<file path="config.mk">
export PLATFORM = sky130hd
export DESIGN_NAME = cle_engine
export DESIGN_NICKNAME = d
export VERILOG_FILES = /design/src/shared/cle_pkg.sv /design/src/cle_engine.sv
export SDC_FILE = /design/constraint.sdc
export NUM_CORES = 2
export LEC_CHECK = 0
export BUFFER_PORTS_ARGS = -buffer_cell sky130_fd_sc_hd__buf_2
export CORE_AREA = 2 2 367 369
export DETAILED_ROUTE_END_ITERATION = 7
export DIE_AREA = 0 0 369 371
export GPL_TIMING_DRIVEN = 0
export PLACE_DENSITY = 0.68
export SYNTH_ARGS = -nofsm -noshare
export SYNTH_HDL_FRONTEND = slang
export SYNTH_SLANG_ARGS = --single-unit
</file>
<file path="constraint.sdc">
create_clock -name MCLK_I -period 19.13 [get_ports MCLK_I]
set_input_delay 0 -clock MCLK_I [delete_from_list [all_inputs] [get_ports MCLK_I]]
set_output_delay 0 -clock MCLK_I [all_outputs]
set_load 0.005 [all_outputs]
</file>
<file path="src/shared/cle_pkg.sv">
// Package of constants and types for the character display instruction engine
package cle_pkg;
  // Execution times as printed, and the clock rate
  localparam int unsigned CLK_HZ = 125_000_000;
  localparam real T_LONG_US = 1530.0;
  localparam real T_CMD_US = 39.0;
  localparam real T_DATA_US = 43.0;
  localparam real T_HALF_OSC_US = 1.0e6 / 270_000.0 / 2.0;
  // Least times round up to whole cycles
  localparam int unsigned CYC_LONG =
    int'($ceil(T_LONG_US * CLK_HZ / 1.0e6));
  localparam int unsigned CYC_CMD = int'($ceil(T_CMD_US * CLK_HZ / 1.0e6));
  localparam int unsigned CYC_DATA =
    int'($ceil(T_DATA_US * CLK_HZ / 1.0e6));
  localparam int unsigned CYC_HALF =
    int'($ceil(T_HALF_OSC_US * CLK_HZ / 1.0e6));
  localparam int CNT_W = 18;
  // Address layout
  localparam logic [6:0] ADDR_ZERO = 7'h00;
  localparam logic [6:0] ADDR_ONE = 7'h01;
  localparam logic [6:0] ROW0_LAST = 7'h27;
  localparam logic [6:0] ROW1_FIRST = 7'h40;
  localparam logic [6:0] ROW1_LAST = 7'h67;
  localparam logic [6:0] ONE_ROW_LAST = 7'h4F;
  localparam logic [5:0] GLYPH_MASK = 6'h3F;
  localparam logic [7:0] SPACE_CODE = 8'h20;
  localparam logic [7:0] FLASH_DOTS = 8'hFF;
  localparam int CHAR_DEPTH = 128;
  localparam int GLYPH_DEPTH = 64;
  localparam logic [5:0] SHIFT_LAST = 6'd39;
  localparam int FLASH_W = 24;

  // Engine states, Gray coded along the usual path
  typedef enum logic [1:0] {
    ST_IDLE = 2'b00,
    ST_EXEC = 2'b01,
    ST_CLEAR = 2'b11
  } cle_state_e;

  // Latched settings of the display
  typedef struct packed {
    logic step_up;
    logic auto_scroll;
    logic panel_on;
    logic mark_on;
    logic mark_flash;
    logic bus_width_sel;
    logic two_rows;
    logic tall_glyph;
  } cle_cfg_s;
endpackage

</file>
<file path="src/cle_engine.sv">
// Instruction interpreter of a character display controller
`timescale 1ns/1ps
`default_nettype none
// Summary of operation
// Clear: fill char RAM with spaces, address zero, step up.
// Home: address zero, undo display shift, RAM kept.
// Clear and home keep busy about 1.53 ms.
// Entry mode latches step direction and auto-scroll; 39 us.
// Each access steps address up or down by the step direction.
// Glyph RAM accesses step the address the same way.
// Display shifts only on char RAM write with auto-scroll high.
// Display control latches panel visible; off blanks, RAM kept.
// Mark visible shows cursor; off hides it, direction kept. The engine only latches mark_on and never draws a cursor from it.
// Mark flash alternates cursor cell between all dots and character.
// Shift code moves cursor or display, no RAM change; 39 us.
// Two rows: past position 40 of row one goes to row two.
// Display shift moves all rows together, each in its own row.
// Display shift leaves the address counter unchanged.
// Function set latches width, rows and glyph height; 39 us.
// Glyph address code loads six bits, selects glyph RAM; 39 us.
// Char address code loads seven bits, selects char RAM; 39 us.
// Status read returns busy on bit 7, address below, anytime.
// Busy high during any operation; host waits for low.
// Data write stores at address, then steps; 43 us.
// Data read returns the byte latched by the previous read, relatches the byte at address, then steps; 43 us.
// Host waits half an oscillator period after busy low.
// Width low: upper four lines, two transfers per byte.
// Two rows: row one 0x00-0x27, row two 0x40-0x67.
// Cursor shift steps address; display shift moves, cursor follows.
// Four-bit mode: upper nibble first, then lower, both ways.
module cle_engine (
  // Clock and reset
  input wire logic MCLK_I,
  input wire logic RST_I,
  // Host bus, one strobe pulse per transfer
  input wire logic STB_I,
  input wire logic REG_SELECT_I,
  input wire logic READ_I,
  input wire logic [7:0] BUS_LINES_I,
  output logic [7:0] BUS_LINES_O,
  output logic [7:0] BUS_LINES_OE_O,
  // Display side
  input wire logic [6:0] SCAN_ADDR_I,
  output logic [7:0] SCAN_DATA_O,
  output logic [5:0] SHIFT_POS_O,
  output var cle_pkg::cle_cfg_s CFG_O,
  output logic BUSY_O
);
  import cle_pkg::*;

  // Step an address per direction, keeping char RAM rows legal
  function automatic logic [6:0] step_addr(input logic [6:0] a,
      input logic up, input logic glyph, input logic rows2);
    logic [6:0] r;
    r = up ? a + ADDR_ONE : a - ADDR_ONE;
    if (glyph) begin
      r = r & {1'b0, GLYPH_MASK};
    end else if (rows2) begin
      if (up && a == ROW0_LAST) r = ROW1_FIRST;
      else if (up && a == ROW1_LAST) r = ADDR_ZERO;
      else if (!up && a == ROW1_FIRST) r = ROW0_LAST;
      else if (!up && a == ADDR_ZERO) r = ROW1_LAST;
    end else begin
      if (up && a == ONE_ROW_LAST) r = ADDR_ZERO;
      else if (!up && a == ADDR_ZERO) r = ONE_ROW_LAST;
    end
    return r;
  endfunction

  // Display shift position wraps within one 40-cell row
  function automatic logic [5:0] step_shift(input logic [5:0] s,
      input logic left);
    if (left) return (s == SHIFT_LAST) ? 6'h00 : s + 6'h01;
    return (s == 6'h00) ? SHIFT_LAST : s - 6'h01;
  endfunction

  logic [7:0] char_mem [CHAR_DEPTH];
  logic [7:0] glyph_mem [GLYPH_DEPTH];

  cle_state_e state, next_state;
  cle_cfg_s cfg, next_cfg;
  logic [6:0] addr_counter, next_addr_counter;
  logic glyph_sel, next_glyph_sel;
  logic [5:0] shift_pos, next_shift_pos;
  logic [CNT_W-1:0] wait_cnt, next_wait_cnt;
  logic nib_phase, next_nib_phase;
  logic [3:0] nib_hi, next_nib_hi;
  logic [7:0] rd_byte, next_rd_byte;
  logic [7:0] bus_out, next_bus_out;
  logic [7:0] bus_oe, next_bus_oe;
  logic [6:0] clr_addr, next_clr_addr;
  logic wr_en;
  logic [7:0] wr_data;
  logic [6:0] wr_addr;
  logic wr_glyph;
  logic [FLASH_W-1:0] flash_cnt;
  logic [7:0] scan_data;

  // Byte assembly: full byte, or two nibbles upper first
  logic byte_done;
  logic [7:0] in_byte;
  logic busy;
  assign busy = (state != ST_IDLE);

  always_comb begin
    logic [7:0] status;
    logic [7:0] ram_now;
    logic [7:0] src;
    status = {busy, addr_counter};
    src = status;
    ram_now = glyph_sel ? glyph_mem[addr_counter[5:0]]
                        : char_mem[addr_counter];
    next_state = state;
    next_cfg = cfg;
    next_addr_counter = addr_counter;
    next_glyph_sel = glyph_sel;
    next_shift_pos = shift_pos;
    next_wait_cnt = wait_cnt;
    next_nib_phase = nib_phase;
    next_nib_hi = nib_hi;
    next_rd_byte = rd_byte;
    next_bus_out = bus_out;
    next_bus_oe = bus_oe;
    next_clr_addr = clr_addr;
    wr_en = 1'b0;
    wr_data = SPACE_CODE;
    wr_addr = addr_counter;
    wr_glyph = glyph_sel;
    byte_done = 1'b0;
    in_byte = BUS_LINES_I;
    if (STB_I) begin
      if (cfg.bus_width_sel) begin
        byte_done = 1'b1;
      end else if (!nib_phase) begin
        next_nib_hi = BUS_LINES_I[7:4];
        next_nib_phase = 1'b1;
      end else begin
        in_byte = {nib_hi, BUS_LINES_I[7:4]};
        byte_done = 1'b1;
        next_nib_phase = 1'b0;
      end
      // Reads drive bus: status anytime, data from the read latch
      if (READ_I) begin
        src = REG_SELECT_I ? rd_byte : status;
        if (cfg.bus_width_sel) next_bus_out = src;
        else if (!nib_phase) next_bus_out = {src[7:4], 4'h0};
        else next_bus_out = {src[3:0], 4'h0};
        next_bus_oe = cfg.bus_width_sel ? 8'hFF : 8'hF0;
      end else begin
        next_bus_oe = 8'h00;
      end
    end
    // Instructions during busy are ignored by the engine
    if (byte_done && state == ST_IDLE) begin
      if (REG_SELECT_I && !READ_I) begin
        wr_en = 1'b1;
        wr_data = in_byte;
        next_addr_counter = step_addr(addr_counter, cfg.step_up,
            glyph_sel, cfg.two_rows);
        if (!glyph_sel && cfg.auto_scroll) begin
          next_shift_pos = step_shift(shift_pos, cfg.step_up);
        end
        next_wait_cnt = CNT_W'(CYC_DATA);
        next_state = ST_EXEC;
      end else if (REG_SELECT_I && READ_I) begin
        // Latch holds byte at the address, stepped after use
        next_rd_byte = ram_now;
        next_addr_counter = step_addr(addr_counter, cfg.step_up,
            glyph_sel, cfg.two_rows);
        next_wait_cnt = CNT_W'(CYC_DATA);
        next_state = ST_EXEC;
      end else if (!READ_I) begin
        next_wait_cnt = CNT_W'(CYC_CMD);
        next_state = ST_EXEC;
        if (in_byte[7]) begin
          next_addr_counter = in_byte[6:0];
          next_glyph_sel = 1'b0;
        end else if (in_byte[6]) begin
          next_addr_counter = {1'b0, in_byte[5:0]};
          next_glyph_sel = 1'b1;
        end else if (in_byte[5]) begin
          next_cfg.bus_width_sel = in_byte[4];
          next_cfg.two_rows = in_byte[3];
          next_cfg.tall_glyph = in_byte[2];
        end else if (in_byte[4]) begin
          if (in_byte[3]) begin
            next_shift_pos = step_shift(shift_pos, !in_byte[2]);
          end else begin
            next_addr_counter = step_addr(addr_counter, in_byte[2],
                1'b0, cfg.two_rows);
            next_glyph_sel = 1'b0;
          end
        end else if (in_byte[3]) begin
          next_cfg.panel_on = in_byte[2];
          next_cfg.mark_on = in_byte[1];
          next_cfg.mark_flash = in_byte[0];
        end else if (in_byte[2]) begin
          next_cfg.step_up = in_byte[1];
          next_cfg.auto_scroll = in_byte[0];
        end else if (in_byte[1]) begin
          next_addr_counter = ADDR_ZERO;
          next_shift_pos = 6'h00;
          next_glyph_sel = 1'b0;
          next_wait_cnt = CNT_W'(CYC_LONG);
        end else if (in_byte[0]) begin
          next_addr_counter = ADDR_ZERO;
          next_shift_pos = 6'h00;
          next_glyph_sel = 1'b0;
          next_cfg.step_up = 1'b1;
          next_clr_addr = ADDR_ZERO;
          next_wait_cnt = CNT_W'(CYC_LONG);
          next_state = ST_CLEAR;
        end else begin
          next_state = ST_IDLE;
        end
      end
    end else if (state != ST_IDLE) begin
      // Busy until the execution count runs out
      next_wait_cnt = wait_cnt - CNT_W'(1);
      if (state == ST_CLEAR) begin
        wr_en = 1'b1;
        wr_glyph = 1'b0;
        wr_addr = clr_addr;
        wr_data = SPACE_CODE;
        next_clr_addr = clr_addr + ADDR_ONE;
      end
      if (wait_cnt <= CNT_W'(1)) next_state = ST_IDLE;
    end
  end

  always_ff @(posedge MCLK_I) begin
    if (RST_I) begin
      state <= ST_IDLE;
      cfg <= '{step_up: 1'b1, bus_width_sel: 1'b1, default: 1'b0};
      addr_counter <= ADDR_ZERO;
      glyph_sel <= 1'b0;
      shift_pos <= 6'h00;
      wait_cnt <= '0;
      nib_phase <= 1'b0;
      nib_hi <= 4'h0;
      rd_byte <= 8'h00;
      bus_out <= 8'h00;
      bus_oe <= 8'h00;
      clr_addr <= ADDR_ZERO;
    end else begin
      state <= next_state;
      cfg <= next_cfg;
      addr_counter <= next_addr_counter;
      glyph_sel <= next_glyph_sel;
      shift_pos <= next_shift_pos;
      wait_cnt <= next_wait_cnt;
      nib_phase <= next_nib_phase;
      nib_hi <= next_nib_hi;
      rd_byte <= next_rd_byte;
      bus_out <= next_bus_out;
      bus_oe <= next_bus_oe;
      clr_addr <= next_clr_addr;
    end
  end

  // RAM write port; arrays hold no reset so they map to memory
  always_ff @(posedge MCLK_I) begin
    if (wr_en && wr_glyph) glyph_mem[wr_addr[5:0]] <= wr_data;
    if (wr_en && !wr_glyph) char_mem[wr_addr] <= wr_data;
  end

  // Panel view: blanking and the flashing cursor cell
  always_comb begin
    scan_data = char_mem[SCAN_ADDR_I];
    if (cfg.mark_flash && flash_cnt[FLASH_W-1] &&
        SCAN_ADDR_I == addr_counter && !glyph_sel) begin
      scan_data = FLASH_DOTS;
    end
    if (!cfg.panel_on) scan_data = SPACE_CODE;
  end

  always_ff @(posedge MCLK_I) begin
    if (RST_I) begin
      flash_cnt <= '0;
      SCAN_DATA_O <= 8'h00;
      SHIFT_POS_O <= 6'h00;
      CFG_O <= '0;
      BUSY_O <= 1'b0;
    end else begin
      flash_cnt <= flash_cnt + FLASH_W'(1);
      SCAN_DATA_O <= scan_data;
      SHIFT_POS_O <= shift_pos;
      CFG_O <= cfg;
      BUSY_O <= busy;
    end
  end

  assign BUS_LINES_O = bus_out;
  assign BUS_LINES_OE_O = bus_oe;

  // Checks
  // Plain flag rather than a sequence, so properties may combine it freely
  logic cmd_taken;
  assign cmd_taken = STB_I && byte_done && !REG_SELECT_I && !READ_I &&
      state == ST_IDLE;
  busy_after_cmd_a: assert property (@(posedge MCLK_I) disable iff (RST_I)
    cmd_taken && in_byte != 8'h00 |=> busy)
    else $error("busy not raised after instruction");
  clear_home_a: assert property (@(posedge MCLK_I) disable iff (RST_I)
    cmd_taken && in_byte[7:1] == 7'h00 && in_byte[0] |=>
    addr_counter == ADDR_ZERO && cfg.step_up)
    else $error("clear did not zero address");
  home_addr_a: assert property (@(posedge MCLK_I) disable iff (RST_I)
    cmd_taken && in_byte[7:2] == 6'h00 && in_byte[1] |=>
    addr_counter == ADDR_ZERO && shift_pos == 6'h00)
    else $error("home did not reset position");
  entry_latch_a: assert property (@(posedge MCLK_I) disable iff (RST_I)
    cmd_taken && in_byte[7:3] == 5'h00 && in_byte[2] |=>
    cfg.step_up == $past(in_byte[1]))
    else $error("entry mode not latched");
  disp_shift_a: assert property (@(posedge MCLK_I) disable iff (RST_I)
    cmd_taken && in_byte[7:4] == 4'h1 && in_byte[3] |=>
    $stable(addr_counter))
    else $error("display shift moved address");
  char_ram_set_a: assert property (@(posedge MCLK_I) disable iff (RST_I)
    cmd_taken && in_byte[7] |=>
    addr_counter == $past(in_byte[6:0]) && !glyph_sel)
    else $error("char address not loaded");
  glyph_ram_set_a: assert property (@(posedge MCLK_I) disable iff (RST_I)
    cmd_taken && in_byte[7:6] == 2'b01 |=> glyph_sel)
    else $error("glyph select not set");
  status_read_a: assert property (@(posedge MCLK_I) disable iff (RST_I)
    STB_I && READ_I && !REG_SELECT_I && cfg.bus_width_sel |=>
    bus_out == {$past(busy), $past(addr_counter)})
    else $error("status read wrong");
  cmd_time_a: assert property (@(posedge MCLK_I) disable iff (RST_I)
    cmd_taken && in_byte[7] |=> busy [*8])
    else $error("command busy too short");
endmodule
`default_nettype wire

</file>
==> results <==
- The flow ran to the end, but the final reports show violations.
- The checks that failed: DRC, capacitance limit, slew limit.
- In this run the cell area measured after placement is 0.0774 mm^2.
- For this design the static power due to leakage is 26.2 nW.
- In this design, the stage delay of the slowest critical-path cell is 1.15 ns.
- The worst hold path was traced through 7 stages.
- The overall die width is 369 um.
- The total instance count after detailed placement is 6041.
- The count of input and output buffers is 54.
- The number of instances in the synthesized netlist is 4184.
- The worst setup path is launched from a register.
- The number of global-route vias before repair came to 44982.
- Data on the critical path is required at its endpoint by 19.72 ns.
- After filler insertion, the fill cell instance count of the layout stands at 9448.
- The clock latency on the worst-skew pair is 0.85 ns.
- Data on the critical path arrives at its endpoint at 7.01 ns.
- Setup repair after global routing left no endpoint under its margin.
- The max-slew violation count is 100.
- The largest total area in the synthesized netlist belongs to sky130_fd_sc_hd__edfxtp_1.
- The share of synthesized area in the top cell type comes to 0.622.
- The clock transition at the registers of the reported paths is 0.06 ns.
- For flop-to-flop paths, the worst setup slack is 12.71 ns.
- The number of nets with antenna violations after routing is 0.
- For this configuration, the core starts out at a cell density of 0.558.
- The die height is 371 um.
- The initial DRC count is 8760.
- The synthesized design contains 1536 enable-type register cells.
- The initialized floorplan defines 134 standard-cell rows.
- The finished cells cover 0.0833 mm^2.
- In this run the tightest slew margin relative to its limit is -0.168.
- The total setup buffers inserted after CTS is 0.
- The number of hold violations in the final report is 0.
- By area the synthesized netlist is led by sky130_fd_sc_hd__edfxtp_1, sky130_fd_sc_hd__mux4_2, sky130_fd_sc_hd__dfxtp_1, sky130_fd_sc_hd__mux2i_1, sky130_fd_sc_hd__nor2_1.
- In this run the clock root is driven by a sky130_fd_sc_hd__clkbuf_16.
- The floorplan step defined a die boundary enclosing 0.137 mm^2.
- From synthesis to final layout, the design area changed by 12.3%.
- The total power divided by cell area is 99.9 mW/mm^2.
- Routability-driven placement finished with a final weighted congestion of 1.08.
- The final net count is 4499.
- The first global-routing pass estimated 364000 um of wire.
- The post-route clock skew is 0.0404 ns.
- The synthesized flop and latch total is 1662.
- Subtracting the final worst setup slack from the clock period gives 6.42 ns.
- For the worst flop-to-flop path, the logic depth is 9.
- The aggregate global-route resource usage is 0.395.
- CTS saw 1662 sinks.
- The worst hold margin is 0.109 ns.
- Counting every net in the synthesized netlist gives 4213.
- The final count of negative-setup-slack endpoints is 0.
- Of the synthesized area, sequential elements account for 0.656.
- The first TritonRoute pass finished after 8 iterations.
- The tool flagged a number of max-cap violations equal to 13.
- The remaining design rule violation count is 4.
- The initial antenna violation count came to 11.
- The portion of the clock cycle consumed by the worst path in the final layout is 0.336.
- Summed over all layers, the routed wires come to 269000 um.
- TritonCTS built the clock tree.
- Counting stages on the worst path, the most repeated cell is sky130_fd_sc_hd__clkbuf_1.
- Traced cell by cell, the critical path runs through clkbuf_1 > clkbuf_1 > buf_1 > clkbuf_1 > nor2_1 > a22oi_1 > o2111ai_1 > a32oi_1 > o211ai_1.
- Summing over every cut layer, the via total after detailed routing is 47540.
- For the final routed database, the setup TNS stands at 0 ns.
- The cell area after technology mapping is 0.0741 mm^2.
- Once layout is complete, the cells apart from fillers number 6390.
- The number of warnings issued by yosys is 0.
- The worst setup path category is register to register.
- In the routed layout, each cell is associated on average with a via count of 7.44.
- At the pin with the least slew margin, the transition time is 1.75 ns.
- 59 I/O pins were placed.
- The capturing element type of the critical path is a register.
- For this run, the leading register cell type out of synthesis is sky130_fd_sc_hd__edfxtp_1.
- The peak fanout along the critical path is 10.
- The maximum resistive drop on vdd is 86.7 uV.
- The library cell contributing the largest single delay on the critical path is sky130_fd_sc_hd__clkbuf_1.
- The final HPWL from detailed placement is 188000 um.
- Each instance of the synthesized netlist takes up on average 17.7 um^2.
- The min-delay analysis places its worst path in the category input pin to register.
- The terminus of the critical flop-to-flop path is rd_byte[5]$_SDFFE_PP0P_.
- The maximum level of the CTS H-tree is 4.
- The layout cell share with drive strength beyond 1 is 0.250.
- The number of buffers inserted during clock tree synthesis is 171.
- Derived from the worst setup path, the maximum achievable clock frequency is 156 MHz.
- Entering global routing, the biggest net connects 85 pins.
- In this run the worst setup path terminates at rd_byte[5]$_SDFFE_PP0P_.
- The buffer levels on the longest clock path is 3.
- The routed length per instance is 42.1 um.
- The floorplan step defined a core boundary enclosing 0.133 mm^2.
- The total overflow left after global routing is 0.
- The synthesized netlist contains 84 unique library cells.
- Summing internal, switching and leakage power gives 8.32 mW.
- Of all flip-flops after synthesis, the portion carrying an async set or reset was 0.
routing by layer:
layer | vias to the layer above | part of all wire | track usage
li1 | 18002 | - | -
met1 | 24552 | 0.35 | 0.522
met2 | 4179 | 0.42 | 0.541
met3 | 790 | 0.17 | 0.185
met4 | 17 | 0.066 | 0.219
met5 | - | 0.00093 | 0
kinds of logic (layout without fill, tap and decap cells):
group / after synthesis / in the layout / synth area share
compound gates: 512 / 512 / 0.0465
xor+xnor: 40 / 40 / 0.00473
fa+ha+maj: 9 / 9 / 0.00152
buf+inv: 307 / 736 / 0.0186
flops: 1662 / 1662 / 0.656
mux: 846 / 846 / 0.222
other cells: 0 / 9 / 0
simple gates: 808 / 808 / 0.0498
repair_timing:
item                                    4_1_cts  5_1_grt
hold buffers                                 22        0
gates resized for setup                       0        0
endpoints found under the setup margin        0        0
endpoints found under the hold margin        65        0
per-stage QoR:
| stage | setup WS (ns) | utilization |
|---|---|---|
| after detailed placement | 13.42 | 0.583 |
| after floorplan | 12.00 | - |
| after global routing | 13.21 | 0.627 |
| final | 12.71 | 0.627 |
| after global placement | 5.54 | 0.577 |
| after CTS | 13.40 | 0.627 |
worst min path at each step:
| stage | startpoint | endpoint | slack, ns |
|---|---|---|---|
| 3_3_place_gp | BUS_LINES_I[4] | nib_hi[0]$_SDFFE_PP0P_ | 0.30 |
| 4_1_cts | SCAN_ADDR_I[4] | SCAN_DATA_O[5]$_SDFF_PP0_ | 0.01 |
| 3_5_place_dp | BUS_LINES_I[4] | nib_hi[0]$_SDFFE_PP0P_ | 0.30 |
| 5_1_grt | SCAN_ADDR_I[4] | SCAN_DATA_O[5]$_SDFF_PP0_ | 0.09 |
| 6_report | BUS_LINES_I[2] | wait_cnt[4]$_SDFFE_PP0P_ | 0.11 |
| 2_1_floorplan | BUS_LINES_I[4] | nib_hi[0]$_SDFFE_PP0P_ | 0.14 |
area by class of cell:
class                      instances  area, um^2  share of cell area
clock inverter                   102        1020              0.0123
buffer                           286        1320              0.0158
clock buffer                     214        4550              0.0547
multi-input combinational       2215       24200               0.290
timing repair buffer             113        1240              0.0148
sequential                      1662       48600               0.584
tap                             1768        2210              0.0266
inverter                          21        78.8            0.000947
antenna                            9        22.5            0.000271
registers in the layout, summed over array words and instances (netlist names), 8 cells and up, named ones only:
register and count:
flash_cnt 24, glyph_mem 512, char_mem 1024, rd_byte 8, wait_cnt 18, SCAN_DATA_O 8, BUS_LINES_O 8, cfg 8
CFG_O 8
critical path, delay by kind of cell, from the launching register on:
kind	cells	cell delay [ns]
AO/OA/AOI/OAI	4	1.75
buffers and inverters	4	3.73
flip-flops	1	0.46
AND/OR/NAND/NOR	1	0.22
power by group:
group | switching (mW) | total, mW | internal, mW
clock network | 1.49 | 3.40 | 1.91
registers | 0.0125 | 3.96 | 3.95
logic | 0.659 | 0.962 | 0.303
synth_stat cells, types with 40 or more instances:
cell type and instances:
sky130_fd_sc_hd__buf_1 43, sky130_fd_sc_hd__dfxtp_1 126, sky130_fd_sc_hd__edfxtp_1 1536, sky130_fd_sc_hd__o22ai_1 76, sky130_fd_sc_hd__clkbuf_1 132, sky130_fd_sc_hd__nor2_1 343
sky130_fd_sc_hd__mux2i_1 179, sky130_fd_sc_hd__a21oi_1 82, sky130_fd_sc_hd__nor3_1 52, sky130_fd_sc_hd__o21ai_0 70, sky130_fd_sc_hd__buf_2 75, sky130_fd_sc_hd__nand2_1 174
sky130_fd_sc_hd__nand3_1 74, sky130_fd_sc_hd__a211oi_1 40, sky130_fd_sc_hd__mux4_2 637
cell usage in the layout, fill, tap and decap left out, types with 31 or more instances in the layout:
cell type	instances
sky130_fd_sc_hd__a21oi_1	82
sky130_fd_sc_hd__a22oi_1	39
sky130_fd_sc_hd__nand3_1	74
sky130_fd_sc_hd__edfxtp_1	1536
sky130_fd_sc_hd__nor3_1	50
sky130_fd_sc_hd__a211oi_1	40
sky130_fd_sc_hd__buf_1	36
sky130_fd_sc_hd__mux2i_1	179
sky130_fd_sc_hd__mux4_2	637
sky130_fd_sc_hd__buf_4	36
sky130_fd_sc_hd__clkinv_1	31
sky130_fd_sc_hd__clkinv_2	34
sky130_fd_sc_hd__nor2b_1	33
sky130_fd_sc_hd__nor2_1	337
sky130_fd_sc_hd__dfxtp_1	126
sky130_fd_sc_hd__clkbuf_1	160
sky130_fd_sc_hd__o221ai_1	31
sky130_fd_sc_hd__clkbuf_16	173
sky130_fd_sc_hd__buf_2	135
sky130_fd_sc_hd__nand2_1	173
sky130_fd_sc_hd__o22ai_1	76
sky130_fd_sc_hd__o21ai_0	70
Note: power is estimated with default switching activity, not from simulation.
